$ cat config.mk
export PLATFORM = sky130hd
export DESIGN_NAME = cca_channel_access
export DESIGN_NICKNAME = d
export VERILOG_FILES = /design/src/core/cca_pkg.sv /design/src/core/cca_channel_access.sv /design/src/core/cca_prng.sv /design/src/core/cca_tick_div.sv
export SDC_FILE = /design/constraint.sdc
export NUM_CORES = 1
export LEC_CHECK = 0
export BUFFER_PORTS_ARGS = -buffer_cell sky130_fd_sc_hd__buf_2
export CORE_ASPECT_RATIO = 1.5
export CORE_MARGIN = 5
export CORE_UTILIZATION = 59
export DETAILED_ROUTE_END_ITERATION = 8
export PLACE_DENSITY_LB_ADDON = 0.25
export SKIP_CTS_REPAIR_TIMING = 1
export SLEW_MARGIN = 15
export SYNTH_ARGS = -nofsm -noshare
export SYNTH_HDL_FRONTEND = slang
export SYNTH_SLANG_ARGS = --single-unit
$ cat constraint.sdc
create_clock -name pclk -period 2.9 [get_ports pclk]
set_input_delay 0.58 -clock pclk [delete_from_list [all_inputs] [get_ports pclk]]
set_output_delay 0.58 -clock pclk [all_outputs]
set_load 0.01 [all_outputs]
$ cat src/core/cca_pkg.sv
// Shared constants and types for the channel access engine.
`default_nettype none

package cca_pkg;

    // Register byte offsets on the APB slave.
    localparam logic [7:0] ADDR_PROTO  = 8'h00;
    localparam logic [7:0] ADDR_ACCESS = 8'h04;
    localparam logic [7:0] ADDR_SEED   = 8'h08;
    localparam logic [7:0] ADDR_CMD    = 8'h0C;
    localparam logic [7:0] ADDR_STATUS = 8'h10;
    localparam logic [7:0] ADDR_RAND   = 8'h14;

    // Second protocol configuration register bit positions.
    localparam int PROTO_ACCESS_EN_BIT = 11;
    localparam int PROTO_PERSIST_BIT   = 9;

    // Access configuration register field positions.
    localparam int ACC_PRESCALE_LSB  = 0;
    localparam int ACC_PERIOD_LSB    = 6;
    localparam int ACC_LISTEN_LSB    = 8;
    localparam int ACC_LIMIT_LSB     = 12;
    localparam int ACC_SEED_LOAD_BIT = 15;

    // Status register field positions.
    localparam int STAT_ATTEMPT_LSB = 0;
    localparam int STAT_STATE_LSB   = 4;
    localparam int STAT_LIMIT_BIT   = 8;

    // Values after reset.
    localparam logic [31:0] PROTO_RESET  = 32'h0000_0000;
    localparam logic [15:0] ACCESS_RESET = 16'h3101;
    localparam logic [15:0] SEED_RESET   = 16'h0001;

    // Command code that stops the procedure and returns the radio to ready.
    localparam logic [7:0] CMD_ABORT = 8'h67;

    // Shortest carrier-sense interval in bit periods; each code step doubles it.
    localparam logic [9:0] SENSE_BASE_BITS = 10'h040;

    // Procedure states, one-hot.
    typedef enum logic [2:0] {
        ST_IDLE    = 3'b001,
        ST_LISTEN  = 3'b010,
        ST_BACKOFF = 3'b100
    } cca_state_type;

endpackage

`default_nettype wire

$ cat src/core/cca_channel_access.sv
// Channel access engine: clear channel checks, random backoff and its APB registers.
//
// What this block and the host do
// Host enables sensing only for transmission.
// Host avoids auto acknowledge and retransmission.
// Check carrier sense before sending any data.
// Busy retry increments attempt count by one.
// At limit raise interrupt, drop the packet.
// Stay asleep or ready during backoff.
// Persistent mode listens until idle or abort.
// Wait is random below two-power-attempts units.
// Contention window doubles with each retry.
// Seed reload at procedure start when enabled.
// Enable is protocol bit 11, sampled per packet.
// Protocol bit 9 selects persistent sensing.
// Host programs a non-zero seed.
// Six-bit prescale sets backoff unit length.
// Sense period code gives 64 to 512 bits.
// Listen window spans 1 to 15 periods.
// Three-bit field limits backoff cycles.
// Backoff timer counts low-power clock ticks.
// Idle channel sends the packet, ends procedure.
// Abort command returns the radio to ready.
//
// Added by the designer: the register addresses and the APB slave port.
`timescale 1ns/100ps
`default_nettype none

module cca_channel_access (
    input  wire logic        pclk,
    input  wire logic        presetn,
    input  wire logic        psel,
    input  wire logic        penable,
    input  wire logic        pwrite,
    input  wire logic [7:0]  paddr,
    input  wire logic [31:0] pwdata,
    output logic [31:0]      prdata,
    output logic             pready,
    output logic             pslverr,
    input  wire logic        tx_request,
    input  wire logic        carrier_sense,
    input  wire logic        bit_tick,
    input  wire logic        rc_tick,
    output logic             tx_go,
    output logic             tx_drop,
    output logic             backoff_limit_irq,
    output logic             listen_on,
    output logic             sleep_on,
    output logic             abort_done
);

    // Software-visible configuration.
    logic [31:0] proto_cfg;
    logic [15:0] access_config;
    logic [15:0] backoff_seed;
    logic        limit_flag;

    // Procedure state.
    cca_pkg::cca_state_type state;
    logic [2:0]  backoff_attempt_count;
    logic [3:0]  period_count;
    logic        window_busy;
    logic [7:0]  units_left;

    // Bus decode.
    logic        access;
    logic        wr;
    logic        mapped;
    logic        abort_command;
    logic        limit_clear;

    // Configuration fields.
    logic        channel_access_enable;
    logic        persistent_sense_enable;
    logic [5:0]  backoff_unit_prescale;
    logic [1:0]  sense_code;
    logic [3:0]  listen_length;
    logic [2:0]  backoff_limit;
    logic        seed_reload;
    logic [9:0]  sense_div;
    logic [3:0]  listen_last;

    // Helpers for the procedure.
    logic        start;
    logic        sense_pulse;
    logic        unit_pulse;
    logic        busy_now;
    logic [2:0]  next_attempt;
    logic [7:0]  window_mask;
    logic [7:0]  next_units;
    logic [15:0] rand_value;

    // One wait state per transfer keeps pready and prdata registered.
    assign access = psel & penable & ~pready;
    assign wr     = access & pwrite;
    assign mapped = (paddr == cca_pkg::ADDR_PROTO)  || (paddr == cca_pkg::ADDR_ACCESS) ||
                    (paddr == cca_pkg::ADDR_SEED)   || (paddr == cca_pkg::ADDR_CMD) ||
                    (paddr == cca_pkg::ADDR_STATUS) || (paddr == cca_pkg::ADDR_RAND);
    assign abort_command = wr & (paddr == cca_pkg::ADDR_CMD) & (pwdata[7:0] == cca_pkg::CMD_ABORT);
    assign limit_clear   = wr & (paddr == cca_pkg::ADDR_STATUS) & pwdata[cca_pkg::STAT_LIMIT_BIT];

    // Field extraction from the configuration words.
    assign channel_access_enable   = proto_cfg[cca_pkg::PROTO_ACCESS_EN_BIT];
    assign persistent_sense_enable = proto_cfg[cca_pkg::PROTO_PERSIST_BIT];
    assign backoff_unit_prescale   = access_config[cca_pkg::ACC_PRESCALE_LSB +: 6];
    assign sense_code              = access_config[cca_pkg::ACC_PERIOD_LSB +: 2];
    assign listen_length           = access_config[cca_pkg::ACC_LISTEN_LSB +: 4];
    assign backoff_limit           = access_config[cca_pkg::ACC_LIMIT_LSB +: 3];
    assign seed_reload             = access_config[cca_pkg::ACC_SEED_LOAD_BIT];

    // Sense interval in bit ticks: 64, 128, 256 or 512.
    assign sense_div = cca_pkg::SENSE_BASE_BITS << sense_code;

    // A listen length of zero is treated as one period, the shortest legal window.
    assign listen_last = (listen_length == 4'h0) ? 4'h0 : listen_length - 4'h1;

    // The enable is looked at only when a packet asks to go out.
    assign start = tx_request & state[0] & channel_access_enable & ~abort_command;

    // Carrier sense sampled once per sense interval, any busy sample spoils the window.
    assign busy_now = window_busy | carrier_sense;

    // Window for the retry about to start is two to the new attempt count.
    assign next_attempt = backoff_attempt_count + 3'h1;
    assign window_mask  = 8'hFF >> (4'h8 - {1'b0, next_attempt});
    assign next_units   = rand_value[7:0] & window_mask;

    // Sense interval timer runs on bit ticks only while listening.
    cca_tick_div #(
        .W(10)
    ) u_sense_div (
        .clk  (pclk),
        .rst_n(presetn),
        .clear(~state[1]),
        .tick (bit_tick),
        .div  (sense_div),
        .pulse(sense_pulse)
    );

    // Backoff unit timer counts the slow clock, so the radio can sleep meanwhile.
    cca_tick_div #(
        .W(6)
    ) u_unit_div (
        .clk  (pclk),
        .rst_n(presetn),
        .clear(~state[2]),
        .tick (rc_tick),
        .div  (backoff_unit_prescale),
        .pulse(unit_pulse)
    );

    // Random source, reseeded at each procedure start when reload is on.
    cca_prng u_prng (
        .clk  (pclk),
        .rst_n(presetn),
        .load (start & seed_reload),
        .seed (backoff_seed),
        .value(rand_value)
    );

    // Configuration register writes.
    always_ff @(posedge pclk or negedge presetn) begin
        if (!presetn) begin
            proto_cfg     <= cca_pkg::PROTO_RESET;
            access_config <= cca_pkg::ACCESS_RESET;
            backoff_seed  <= cca_pkg::SEED_RESET;
        end else if (wr) begin
            case (paddr)
                cca_pkg::ADDR_PROTO: begin
                    proto_cfg <= pwdata;
                end
                cca_pkg::ADDR_ACCESS: begin
                    access_config <= pwdata[15:0];
                end
                cca_pkg::ADDR_SEED: begin
                    backoff_seed <= pwdata[15:0];
                end
                default: begin
                end
            endcase
        end
    end

    // APB answer: one wait state, registered data, error on unmapped addresses.
    always_ff @(posedge pclk or negedge presetn) begin
        if (!presetn) begin
            pready  <= 1'b0;
            pslverr <= 1'b0;
            prdata  <= 32'h0000_0000;
        end else begin
            pready  <= access;
            pslverr <= access & ~mapped;
            prdata  <= 32'h0000_0000;
            if (access & ~pwrite) begin
                case (paddr)
                    cca_pkg::ADDR_PROTO:  prdata <= proto_cfg;
                    cca_pkg::ADDR_ACCESS: prdata <= {16'h0000, access_config};
                    cca_pkg::ADDR_SEED:   prdata <= {16'h0000, backoff_seed};
                    cca_pkg::ADDR_STATUS: prdata <= {23'h000000, limit_flag, 1'b0, state, 1'b0,
                                                     backoff_attempt_count};
                    cca_pkg::ADDR_RAND:   prdata <= {16'h0000, rand_value};
                    default:              prdata <= 32'h0000_0000;
                endcase
            end
        end
    end

    // Sticky limit flag; a new limit event in the clearing cycle wins.
    always_ff @(posedge pclk or negedge presetn) begin
        if (!presetn) begin
            limit_flag <= 1'b0;
        end else if (backoff_limit_irq) begin
            limit_flag <= 1'b1;
        end else if (limit_clear) begin
            limit_flag <= 1'b0;
        end
    end

    // Procedure sequencer: listen, decide, back off, listen again.
    always_ff @(posedge pclk or negedge presetn) begin
        if (!presetn) begin
            state                 <= cca_pkg::ST_IDLE;
            backoff_attempt_count <= 3'h0;
            period_count          <= 4'h0;
            window_busy           <= 1'b0;
            units_left            <= 8'h00;
            tx_go                 <= 1'b0;
            tx_drop               <= 1'b0;
            backoff_limit_irq     <= 1'b0;
            abort_done            <= 1'b0;
        end else begin
            tx_go             <= 1'b0;
            tx_drop           <= 1'b0;
            backoff_limit_irq <= 1'b0;
            abort_done        <= 1'b0;
            if (abort_command) begin
                // Abort wins over everything, including persistent listening.
                state      <= cca_pkg::ST_IDLE;
                abort_done <= 1'b1;
            end else begin
                case (state)
                    cca_pkg::ST_IDLE: begin
                        if (tx_request & ~channel_access_enable) begin
                            tx_go <= 1'b1;
                        end else if (start) begin
                            state                 <= cca_pkg::ST_LISTEN;
                            backoff_attempt_count <= 3'h0;
                            period_count          <= 4'h0;
                            window_busy           <= 1'b0;
                        end
                    end
                    cca_pkg::ST_LISTEN: begin
                        if (sense_pulse) begin
                            if (period_count < listen_last) begin
                                period_count <= period_count + 4'h1;
                                window_busy  <= busy_now;
                            end else begin
                                period_count <= 4'h0;
                                window_busy  <= 1'b0;
                                if (!busy_now) begin
                                    tx_go <= 1'b1;
                                    state <= cca_pkg::ST_IDLE;
                                end else if (persistent_sense_enable) begin
                                    // Keep listening with no backoff until idle.
                                    state <= cca_pkg::ST_LISTEN;
                                end else if (backoff_attempt_count == backoff_limit) begin
                                    backoff_limit_irq <= 1'b1;
                                    tx_drop           <= 1'b1;
                                    state             <= cca_pkg::ST_IDLE;
                                end else begin
                                    backoff_attempt_count <= next_attempt;
                                    units_left            <= next_units;
                                    // A zero draw means no wait: listen again at once.
                                    if (next_units != 8'h00) begin
                                        state <= cca_pkg::ST_BACKOFF;
                                    end
                                end
                            end
                        end
                    end
                    cca_pkg::ST_BACKOFF: begin
                        if (unit_pulse) begin
                            units_left <= units_left - 8'h01;
                            if (units_left == 8'h01) begin
                                state <= cca_pkg::ST_LISTEN;
                            end
                        end
                    end
                    default: begin
                        state <= cca_pkg::ST_IDLE;
                    end
                endcase
            end
        end
    end

    // Radio control levels follow the state one clock later; the receiver is off in backoff.
    always_ff @(posedge pclk or negedge presetn) begin
        if (!presetn) begin
            listen_on <= 1'b0;
            sleep_on  <= 1'b0;
        end else begin
            listen_on <= state[1];
            sleep_on  <= state[2];
        end
    end

endmodule

`default_nettype wire

$ cat src/core/cca_prng.sv
// Sixteen-bit pseudo-random generator for the backoff draw.
`timescale 1ns/100ps
`default_nettype none

module cca_prng (
    input  wire logic        clk,
    input  wire logic        rst_n,
    input  wire logic        load,
    input  wire logic [15:0] seed,
    output logic [15:0]      value
);

    logic feedback;

    // Maximal-length taps; an all-zero state stays zero, so software must avoid it.
    assign feedback = value[15] ^ value[13] ^ value[12] ^ value[10];

    // Steps every clock so the draw also depends on request timing.
    always_ff @(posedge clk or negedge rst_n) begin
        if (!rst_n) begin
            value <= cca_pkg::SEED_RESET;
        end else if (load) begin
            value <= seed;
        end else begin
            value <= {value[14:0], feedback};
        end
    end

endmodule

`default_nettype wire

$ cat src/core/cca_tick_div.sv
// Divider that emits one pulse for every div input ticks.
`timescale 1ns/100ps
`default_nettype none

module cca_tick_div #(
    parameter int W = 6
) (
    input  wire logic         clk,
    input  wire logic         rst_n,
    input  wire logic         clear,
    input  wire logic         tick,
    input  wire logic [W-1:0] div,
    output logic              pulse
);

    logic [W-1:0] count;
    logic [W-1:0] last;

    // A divide value of zero would never end, so it behaves as one.
    assign last = (div == '0) ? '0 : div - W'(1);

    // Count ticks and pulse on the last one of each group.
    always_ff @(posedge clk or negedge rst_n) begin
        if (!rst_n) begin
            count <= '0;
            pulse <= 1'b0;
        end else if (clear) begin
            count <= '0;
            pulse <= 1'b0;
        end else begin
            pulse <= 1'b0;
            if (tick) begin
                if (count >= last) begin
                    count <= '0;
                    pulse <= 1'b1;
                end else begin
                    count <= count + W'(1);
                end
            end
        end
    end

endmodule

`default_nettype wire

# Yosys cells after proc, flatten, opt, wreduce, memory -nomap -nowiden
# Cells that the tools add are included.
[word_totals]
wordCells = 179
register_bits = 157
inputBits = 49
[classes]
magnitude_cmp = 3
n_eq_ne = 28
addsub = 9
n_mux = 71
n_shift = 2
reduce_logical = 20
bitwise = 24
[op_table]
columns = ["cell", "n"]
rows = [
  ["$pmux W32 S5", 1],
  ["$mux W3", 18],
  ["$mux W8", 6],
  ["$mux W10", 4],
  ["$mux W32", 1],
  ["$mux W1", 25],
  ["$mux W6", 4],
  ["$mux W4", 5],
  ["$eq A8 B4 Y1 const B", 2],
  ["$eq A8 B5 Y1 const B", 2],
  ["$mux W16", 1],
  ["$ne A2 B2 Y1 const B", 8],
  ["$pmux W8 S2", 1],
  ["$and A1 B1 Y1", 14],
  ["$ne A3 B3 Y1 const B", 4],
  ["$add A10 B1 Y10 const B", 1],
  ["$ge A10 B10 Y1", 1],
  ["$logic_not A10 Y1", 1],
  ["$shl A7 B2 Y10 const A", 1],
  ["$sub A10 B1 Y10 const B", 1],
  ["$pmux W3 S3", 1],
  ["$reduce_and A9 Y1", 1],
  ["$and A8 B8 Y8", 1],
  ["$eq A8 B1 Y1 const B", 1],
  ["35 further kinds", 52],
]

# Depth between registers and ports, before layout
# Gate-level depths: netlist of the first run.
[depth]
word_depth = 13
depth_mapped = 11
ltp_nobuf = 11

# Modules after synthesis
# From an unflattened synthesis of the first run, not the netlist that was laid out.
[hier_totals]
hier_cells = 735
area_unflattened_um2 = 8047.7
[modules_own_cells]
columns = ["module", "cells_each", "instances", "area_per_inst_um2"]
rows = [
  ["cca_channel_access", 506, 1, 5695.5],
  ["cca_tick_div at u_sense_div", 125, 1, 1083.5],
  ["cca_prng", 38, 1, 666.9],
  ["cca_tick_div at u_unit_div", 66, 1, 601.8],
]

# Worst setup path after synthesis of the first run
# Ideal clock, no wire load.
[synth_timing]
path_type = "register -> register"
startpoint = "reg access_config[0]"
endpoint = "reg u_unit_div.count[4]"
arrival_time_ns = 2.507
setup_slack_ns = 0.311
path_stages_with_launch = 12
path_cell_list = "dfstp_2 > inv_1 > ha_1 > nand2_1 > nor3b_1 > a21oi_1 > ha_1 > a21o_1 > a21o_1 > a211oi_1 > a41oi_1 > a31oi_1"
[synth_via]
elab_chain_cells = 6
[synth_rtl]
columns = ["item", "line", "rtl"]
rows = [
  ["start, declared", "cca_channel_access.sv:54", "logic [15:0] access_config;"],
  ["start signal, assigned", "cca_channel_access.sv:165", "access_config <= cca_pkg::ACCESS_RESET;"],
  ["start signal, assigned", "cca_channel_access.sv:173", "access_config <= pwdata[15:0];"],
  ["$sub A6 B1 Y6 or $logic_not A6 Y1 (tied branches)", "cca_tick_div.sv:20", "assign last = (div == '0) ? '0 : div - W'(1);"],
  ["$mux W6 (*)", "cca_tick_div.sv:20", ""],
  ["$ge A6 B6 Y1 (*)", "cca_tick_div.sv:33", "if (count >= last) begin"],
  ["$mux W6 (*)", "cca_tick_div.sv:33", ""],
  ["$mux W6 (*)", "cca_tick_div.sv:32", "if (tick) begin"],
  ["$mux W6 (*)", "cca_tick_div.sv:27", "end else if (clear) begin"],
  ["end signal, assigned", "cca_tick_div.sv:37", "count <= count + W'(1);"],
  ["end, declared", "cca_tick_div.sv:16", "logic [W-1:0] count;"],
]
# Mark *: on every way between the ends. The rest lies on a longest branch, timed or not. The select of a mux whose other input is x is not followed.
# A chain may end at the register's enable or synchronous reset.

# Worst setup path after layout of the first run
[layout_timing]
startpoint = "reg access_config[9]"
endpoint = "reg units_left[1]"
[layout_via]
elab_chain_cells = 5
[layout_rtl]
columns = ["item", "line", "rtl"]
rows = [
  ["$sub A4 B1 Y4 or $logic_not A4 Y1 (tied branches)", "cca_channel_access.sv:115", "assign listen_last = (listen_length == 4'h0) ? 4'h0 : listen_length - 4'h1;"],
  ["$mux W4 (*)", "cca_channel_access.sv:115", ""],
  ["$lt A4 B4 Y1 (*)", "cca_channel_access.sv:254", "if (period_count < listen_last) begin"],
  ["$ne A2 B2 Y1 (no source line) (*)", "n/a", ""],
  ["$reduce_and A8 Y1 (no source line) (*)", "n/a", ""],
  ["end signal, assigned", "cca_channel_access.sv:272", "units_left <= next_units;"],
  ["end signal, assigned", "cca_channel_access.sv:283", "units_left <= units_left - 8'h01;"],
  ["end, declared", "cca_channel_access.sv:63", "logic [7:0] units_left;"],
]
# Mark *: on every way between the ends. The rest lies on a longest branch, timed or not.

==> flow_summary.toml, run 1 <==
[sta]
period_minus_slack_ns = 2.70
fin_hold_ws_ns = 0.153
worst_pin_slew_ns = 0.875
finalClockSkew_ns = 0.00840
rsz0062_at_grt = "false"
setup_viol = 0
finalMaxSlewViolations = 0
fmax_ghz = 0.370
slew_headroom_pct = 41.5
fin_crit_sh_pct = 93.2
hold_viol = 0
tns_ns = 0
worst_slack_ns = 0.197

[floorplan]
initial_core_util_pct = 59.6
die_area_sq_um = 15400
io_pins = 89
core-area_sq_um = 12900
placementRows = 51
die_y_microns = 150
die_x_microns = 103

[synthesis]
ys_types = 67
ys_warn_count = 0
netlist_area_sq_um = 7680
synth-async-reset-ratio_pct = 100
synth_seq_area_share_pct = 51.3
postSynthNetCount = 769
synth-main-ff-cell = "dfrtp_1"
synth-seq-cells = 157
synthCells = 697
syn_avg_cell_area_sq_um = 11.0
synth-edff-count = 0

[clocking]
cts_tree = "yes"
htree_levels = 4
numCtsBuffers = 17
insertion_delay_ns = 0.43
cts.reportedPaths.clkPinSlew_ns = 0.07
cts_buffer_depth = 2
numClockSinks = 157
ctsRootBufferMaster = "clkbuf_16"

[pwr]
p_leak_nw = 4.27
switching_power_w = 0.00130
internal_power_w = 0.00353
clkPwrFrac_pct = 45.7
combPwrFrac_pct = 7.4
ir_drop_uv = 427
swShare_pct = 26.9
pwr-share-seq_pct = 46.9
power.density_nw_per_um2 = 538

[drt]
vias = 6100
firstDrtPassIters = 8
drc = 0
wire_per_inst_microns = 20.0
vias_per_cell = 6.30
finalWirelength_mm = 19.3
ant_nets = 0
drt_iter0_drc = 328

[critical_path]
endpoint_kind = "flip-flop"
worst-setup-path-type = "flip-flop to flip-flop"
cp_max_fo = 5
cp.required_ns = 3.21
cp-start-kind = "flip-flop"
cp.arrival_ns = 3.02

[final_layout]
synthToLayoutAreaGrowth_pct = 17.0
drive_above_1_share_pct = 29.8
fillers = 953
num_antenna_cells = 0
nets = 868
fin_util_pct = 69.7
multi_input_area_sq_um = 3540
regArea_sq_um = 3940

[global_route]
grt_pass1_wl_mm = 31.5
overflow = 0
track_usage_pct = 26.4
first_global_vias = 6446
grt_start_max_net_pins = 76
antenna_found_initial = 0

[status]
status = "finished clean"

[place]
gp_congestion = 0.934
pre_cts_slack_ns = 0.165
hpwl_mm = 13.7
port_buffers = 88

[job]
drv_cap = 0

[min_path]
hp-class = "input pin to async pin"
[sequential cells by signal, summed over array words and instances, names as in the netlist, 6 cells and up]
signal             cells
prdata                32
proto_cfg             32
access_config         16
backoff_seed          16
u_prng.value          16
u_sense_div.count     10
units_left             8
u_unit_div.count       6
[cells in the final DEF, fill, tap and decap left out, types with 4 or more instances in the layout]
cell and instances:
inv_8 4, o21ai_1 4, a21oi_1 28, nand3b_1 6, o22a_1 7, buf_4 22, nor3_1 15, inv_1 18
dfrtp_1 150, nor4_1 12, nor2b_1 8, a22oi_1 22, nor4b_1 8, buf_2 87, and3_1 24, xnor2_1 7
o22ai_1 7, nand3_1 13, nand4_1 5, dfstp_2 7, a31oi_1 24, nand2_1 64, clkinv_8 5, nand2b_1 11
nor3b_1 5, mux2_2 74, a211oi_1 4, a22o_1 4, mux2_1 7, o21ai_0 18, nor2_1 27, clkbuf_16 17
or2_2 5, ha_1 23, nand4b_1 4
[area by class of cell]
type	instances	area share (%)
Clock inverter	15	1.95
Multi-Input combinational cell	490	39.4
Sequential cell	157	43.8
Inverter	19	0.794
Clock buffer	17	4.74
Timing Repair Buffer	111	7.03
Tap cell	159	2.21
[layer usage]
metal	track usage [%]	vias up	wire [microns]
met5	0	-	0
met4	13.4	0	742
met3	5.22	58	864
met2	45.9	189	10300
met1	30.2	3075	7450
li1	-	2778	-
[logic make-up (layout without fill, tap and decap cells)]
family	after synthesis	count (layout)	share of synthesized area, %
simple gates	227	227	16.3
flops	157	157	51.3
compound gates	146	146	12.7
mux	83	83	12.1
buf+inv	50	162	2.66
fa+ha+maj	23	23	3.75
xor+xnor	10	10	1.14
other cells	1	1	0.0488
[per-stage QoR]
stage               instance area [sq um]  std cells  power (W)
floorplan                            7680        697    0.00249
global placement                     8380        936    0.00264
detailed placement                   8380        936    0.00266
CTS                                  8980        968    0.00486
global route                         8980        968    0.00500
finish                               8980        968    0.00483
[Yosys cell counts (4+ instances only)]
| cell type | count | area share (%) |
|---|---|---|
| nand3_1 | 14 | 0.91 |
| xnor2_1 | 7 | 0.80 |
| mux2_2 | 74 | 11 |
| o22a_1 | 7 | 0.80 |
| nor4b_1 | 8 | 0.91 |
| nand4b_1 | 4 | 0.46 |
| nor4_1 | 12 | 0.98 |
| and3_1 | 24 | 2.0 |
| nor2_1 | 27 | 1.3 |
| o21ai_0 | 18 | 1.2 |
| o21ai_1 | 4 | 0.26 |
| a31oi_1 | 24 | 2.0 |
| inv_1 | 18 | 0.88 |
| nand2b_1 | 11 | 0.90 |
| buf_2 | 7 | 0.46 |
| a211oi_1 | 4 | 0.39 |
| nor3b_1 | 5 | 0.49 |
| a21oi_1 | 28 | 1.8 |
| nand3b_1 | 6 | 0.59 |
| ha_1 | 23 | 3.7 |
| o22ai_1 | 7 | 0.57 |
| mux2_1 | 7 | 1.0 |
| dfstp_2 | 7 | 2.4 |
| nor2b_1 | 8 | 0.65 |
| nor3_1 | 15 | 0.98 |
| clkbuf_1 | 19 | 0.93 |
| nand2_1 | 64 | 3.1 |
| a22oi_1 | 22 | 2.2 |
| nand4_1 | 5 | 0.41 |
| dfrtp_1 | 150 | 49 |
| or2_2 | 5 | 0.41 |
| a22o_1 | 4 | 0.46 |
[power groups by stage]
stage	sequential, W	combinational, W	clock [W]
2_1_floorplan	0.00230	0.000187	0
3_3_place_gp	0.00230	0.000342	0
3_5_place_dp	0.00230	0.000360	0
4_1_cts	0.00226	0.000360	0.00224
5_1_grt	0.00227	0.000398	0.00234
6_report	0.00226	0.000358	0.00221
[worst paths after layout]
| path | cells past startpoint | slack, ns | from | end |
|---|---|---|---|---|
| worst max-delay path | 9 | 0.20 | access_config[9] | units_left[1] |
| worst min-delay path | 1 | 0.15 | presetn | prdata[21] |
| worst max register to register | 9 | 0.20 | access_config[9] | units_left[1] |
| worst min register to register | 0 | 0.43 | state[1] | listen_on |
| max in group asynchronous | 2 | 1.92 | presetn | state[0] |
| min in group pclk | 2 | 0.36 | pwdata[30] | proto_cfg[30] |
[critical path, cell delays in order, from the launching register on]
cell and delay (ns):
dfrtp_1 0.42, or2_2 0.35, nor3b_1 0.19, a21oi_1 0.07
ha_1 0.30, o21a_1 0.19, o211a_1 0.27, a31oi_1 0.38
nor2_2 0.11, mux2_1 0.32
(Power assumes the default switching activity.)
==> run 2, diff against run 1 <==
CORE_ASPECT_RATIO = 1.1   (was 1.5)
==> run 2 against run 1 <==
  * Sequential share of layout area rose by 0.20 points
  * Die area fell by 0.29%
  * Register-to-register slack barely moved
  * Setup slack better by 0.0032 ns
  * Cell area shrank 0.46%
  * Non-clock buffer count shrank 4
  * Utilization increased by 0.73 points
  * Sequential power about the same
  * Clock power is 3% lower
  * Flip-flop and latch count is the same
  * Worst hold slack worse by 0.0027 ns
  * First-iteration DRC count rose by 71%
==> flow_summary.toml, run 2 (synthesis results as in run 1) <==
[clocking]
cts_buffer_depth = 2
htree_levels = 4
cts_tree = "yes"
ctsRootBufferMaster = "clkbuf_16"
insertion_delay_ns = 0.43
numCtsBuffers = 17
numClockSinks = 157
cts.reportedPaths.clkPinSlew_ns = 0.06

[drt]
vias = 6096
finalWirelength_mm = 19.0
drt_iter0_drc = 560
drc = 0
wire_per_inst_microns = 19.7
firstDrtPassIters = 5
vias_per_cell = 6.34
ant_nets = 0

[global_route]
antenna_found_initial = 0
first_global_vias = 6060
track_usage_pct = 25.3
grt_use_met3_pct = 5.59
use_met2_pct = 43.5
grt_pass1_wl_mm = 30.8
overflow = 0
grt_start_max_net_pins = 71
grt_busiest_layer = "met2"
use_met1_pct = 31.7

[sta]
worst_slack_ns = 0.201
tns_ns = 0
finalClockSkew_ns = 0.00871
finalMaxSlewViolations = 0
slew_headroom_pct = 41.5
rsz0062_at_grt = "false"
fmax_ghz = 0.370
setup_viol = 0
worst_pin_slew_ns = 0.875
hold_viol = 0
period_minus_slack_ns = 2.70
fin_crit_sh_pct = 93.1

[pwr]
p_leak_nw = 4.24
total_power_w = 0.00478
ir_drop_uv = 402
power.density_nw_per_um2 = 534

[critical_path]
cpLargestDelayFamily = "simple AND/OR/NAND/NOR gates"
cp.required_ns = 3.20
cp_max_fo = 6
crit_chain = "or2_2, nor2_1, a21oi_1, ha_1, or4b_1, nand3_2, a31oi_1, nor2_2, mux2_1"
cp.arrival_ns = 3.00
worst-setup-path-type = "flip-flop to flip-flop"
crit_path_max_incr_delay_ns = 0.49
critical_path_buf_inv_count = 0
endpoint_kind = "flip-flop"
cpMaxStageDelayCell = "or4b_1"
cp-start-kind = "flip-flop"

[place]
gp_congestion = 0.885
pre_cts_slack_ns = 0.101
hpwl_mm = 13.4
port_buffers = 88

[floorplan]
core-area_sq_um = 12700
die_x_microns = 119
placementRows = 43
initial_core_util_pct = 60.5
die_area_sq_um = 15400
io_pins = 89
die_y_microns = 130

[final_layout]
synthToLayoutAreaGrowth_pct = 16.4
nets = 864
top_regs = "prdata (32), proto_cfg (32)"
drive_above_1_share_pct = 29.4
num_antenna_cells = 0
layout_commonest_cell = "dfrtp_1"
layout_common_cells = "dfrtp_1 (150), buf_2 (87), mux2_2 (74)"

[status]
status = "finished clean"

[job]
drv_cap = 0

[min_path]
hp-class = "input pin to async pin"
run 2: changes by cell type in the layout (fill, tap and decap cells not counted):
| cell | before | now |
|---|---|---|
| clkbuf_8 | 0 | 1 |
| clkinv_4 | 3 | 1 |
| clkinv_2 | 1 | 2 |
| inv_6 | 2 | 4 |
| clkbuf_1 | 0 | 1 |
| o41ai_1 | 1 | 0 |
| bufinv_16 | 0 | 1 |
| inv_8 | 4 | 2 |
| clkinvlp_4 | 0 | 3 |
| clkinv_8 | 5 | 0 |
| o41ai_2 | 0 | 1 |
| buf_12 | 1 | 2 |
| buf_4 | 22 | 17 |
run 2: worst paths after layout:
path	from	to	slack (ns)	cells past startpoint
setup / recovery	access_config[9]	units_left[1]	0.20	9
hold / removal	presetn	u_unit_div.count[4]	0.15	1
setup reg to reg	access_config[9]	units_left[1]	0.20	9
hold reg to reg	proto_cfg[21]	proto_cfg[21]	0.49	1
max in group asynchronous	presetn	state[0]	2.01	2
min in group pclk	pwdata[19]	proto_cfg[19]	0.36	2
run 2: area by class of cell:
class,instances,area [sq um]
clock buffer,19,443
multi-input combinational,490,3550
clock inverter,13,129
sequential,157,3940
timing repair buffer,107,614
inverter,19,71.3
fill,930,3760
tap,157,196
run 2: per-stage QoR:
step                      hold WS (ns)  util (%)  area (sq um)  std cells
after floorplan                  0.284         -          7680        697
after global placement           0.461      65.8          8360        930
after detailed placement         0.471      65.8          8360        930
after CTS                        0.173      70.3          8930        962
after global routing             0.216      70.4          8940        962
final                            0.150      70.4          8940        962
run 2: power by group:
| group | internal [W] | switching, W | leakage [nW] |
|---|---|---|---|
| Combinational | 0.000145 | 0.000215 | 1.87 |
| Clock | 0.00122 | 0.000931 | 0.275 |
| Sequential | 0.00223 | 0.0000321 | 2.10 |
| Total | 0.00360 | 0.00118 | 4.24 |
run 2: metal layers:
metal  wire [microns]  up-vias  share of wire (%)
met2             9720      241                 51
met1             7590     3046                 40
li1                 -     2768                  -
met5                0        -                  0
met3             1190       41                6.3
met4              454        0                2.4
run 2: worst register-to-register path, delay by kind of cell (launching register included):
family | cells | cell delay [ns]
adder cells (fa/ha/maj) | 1 | 0.29
AO/OA/AOI/OAI | 2 | 0.19
flip-flops | 1 | 0.42
multiplexers | 1 | 0.35
AND/OR/NAND/NOR | 5 | 1.33
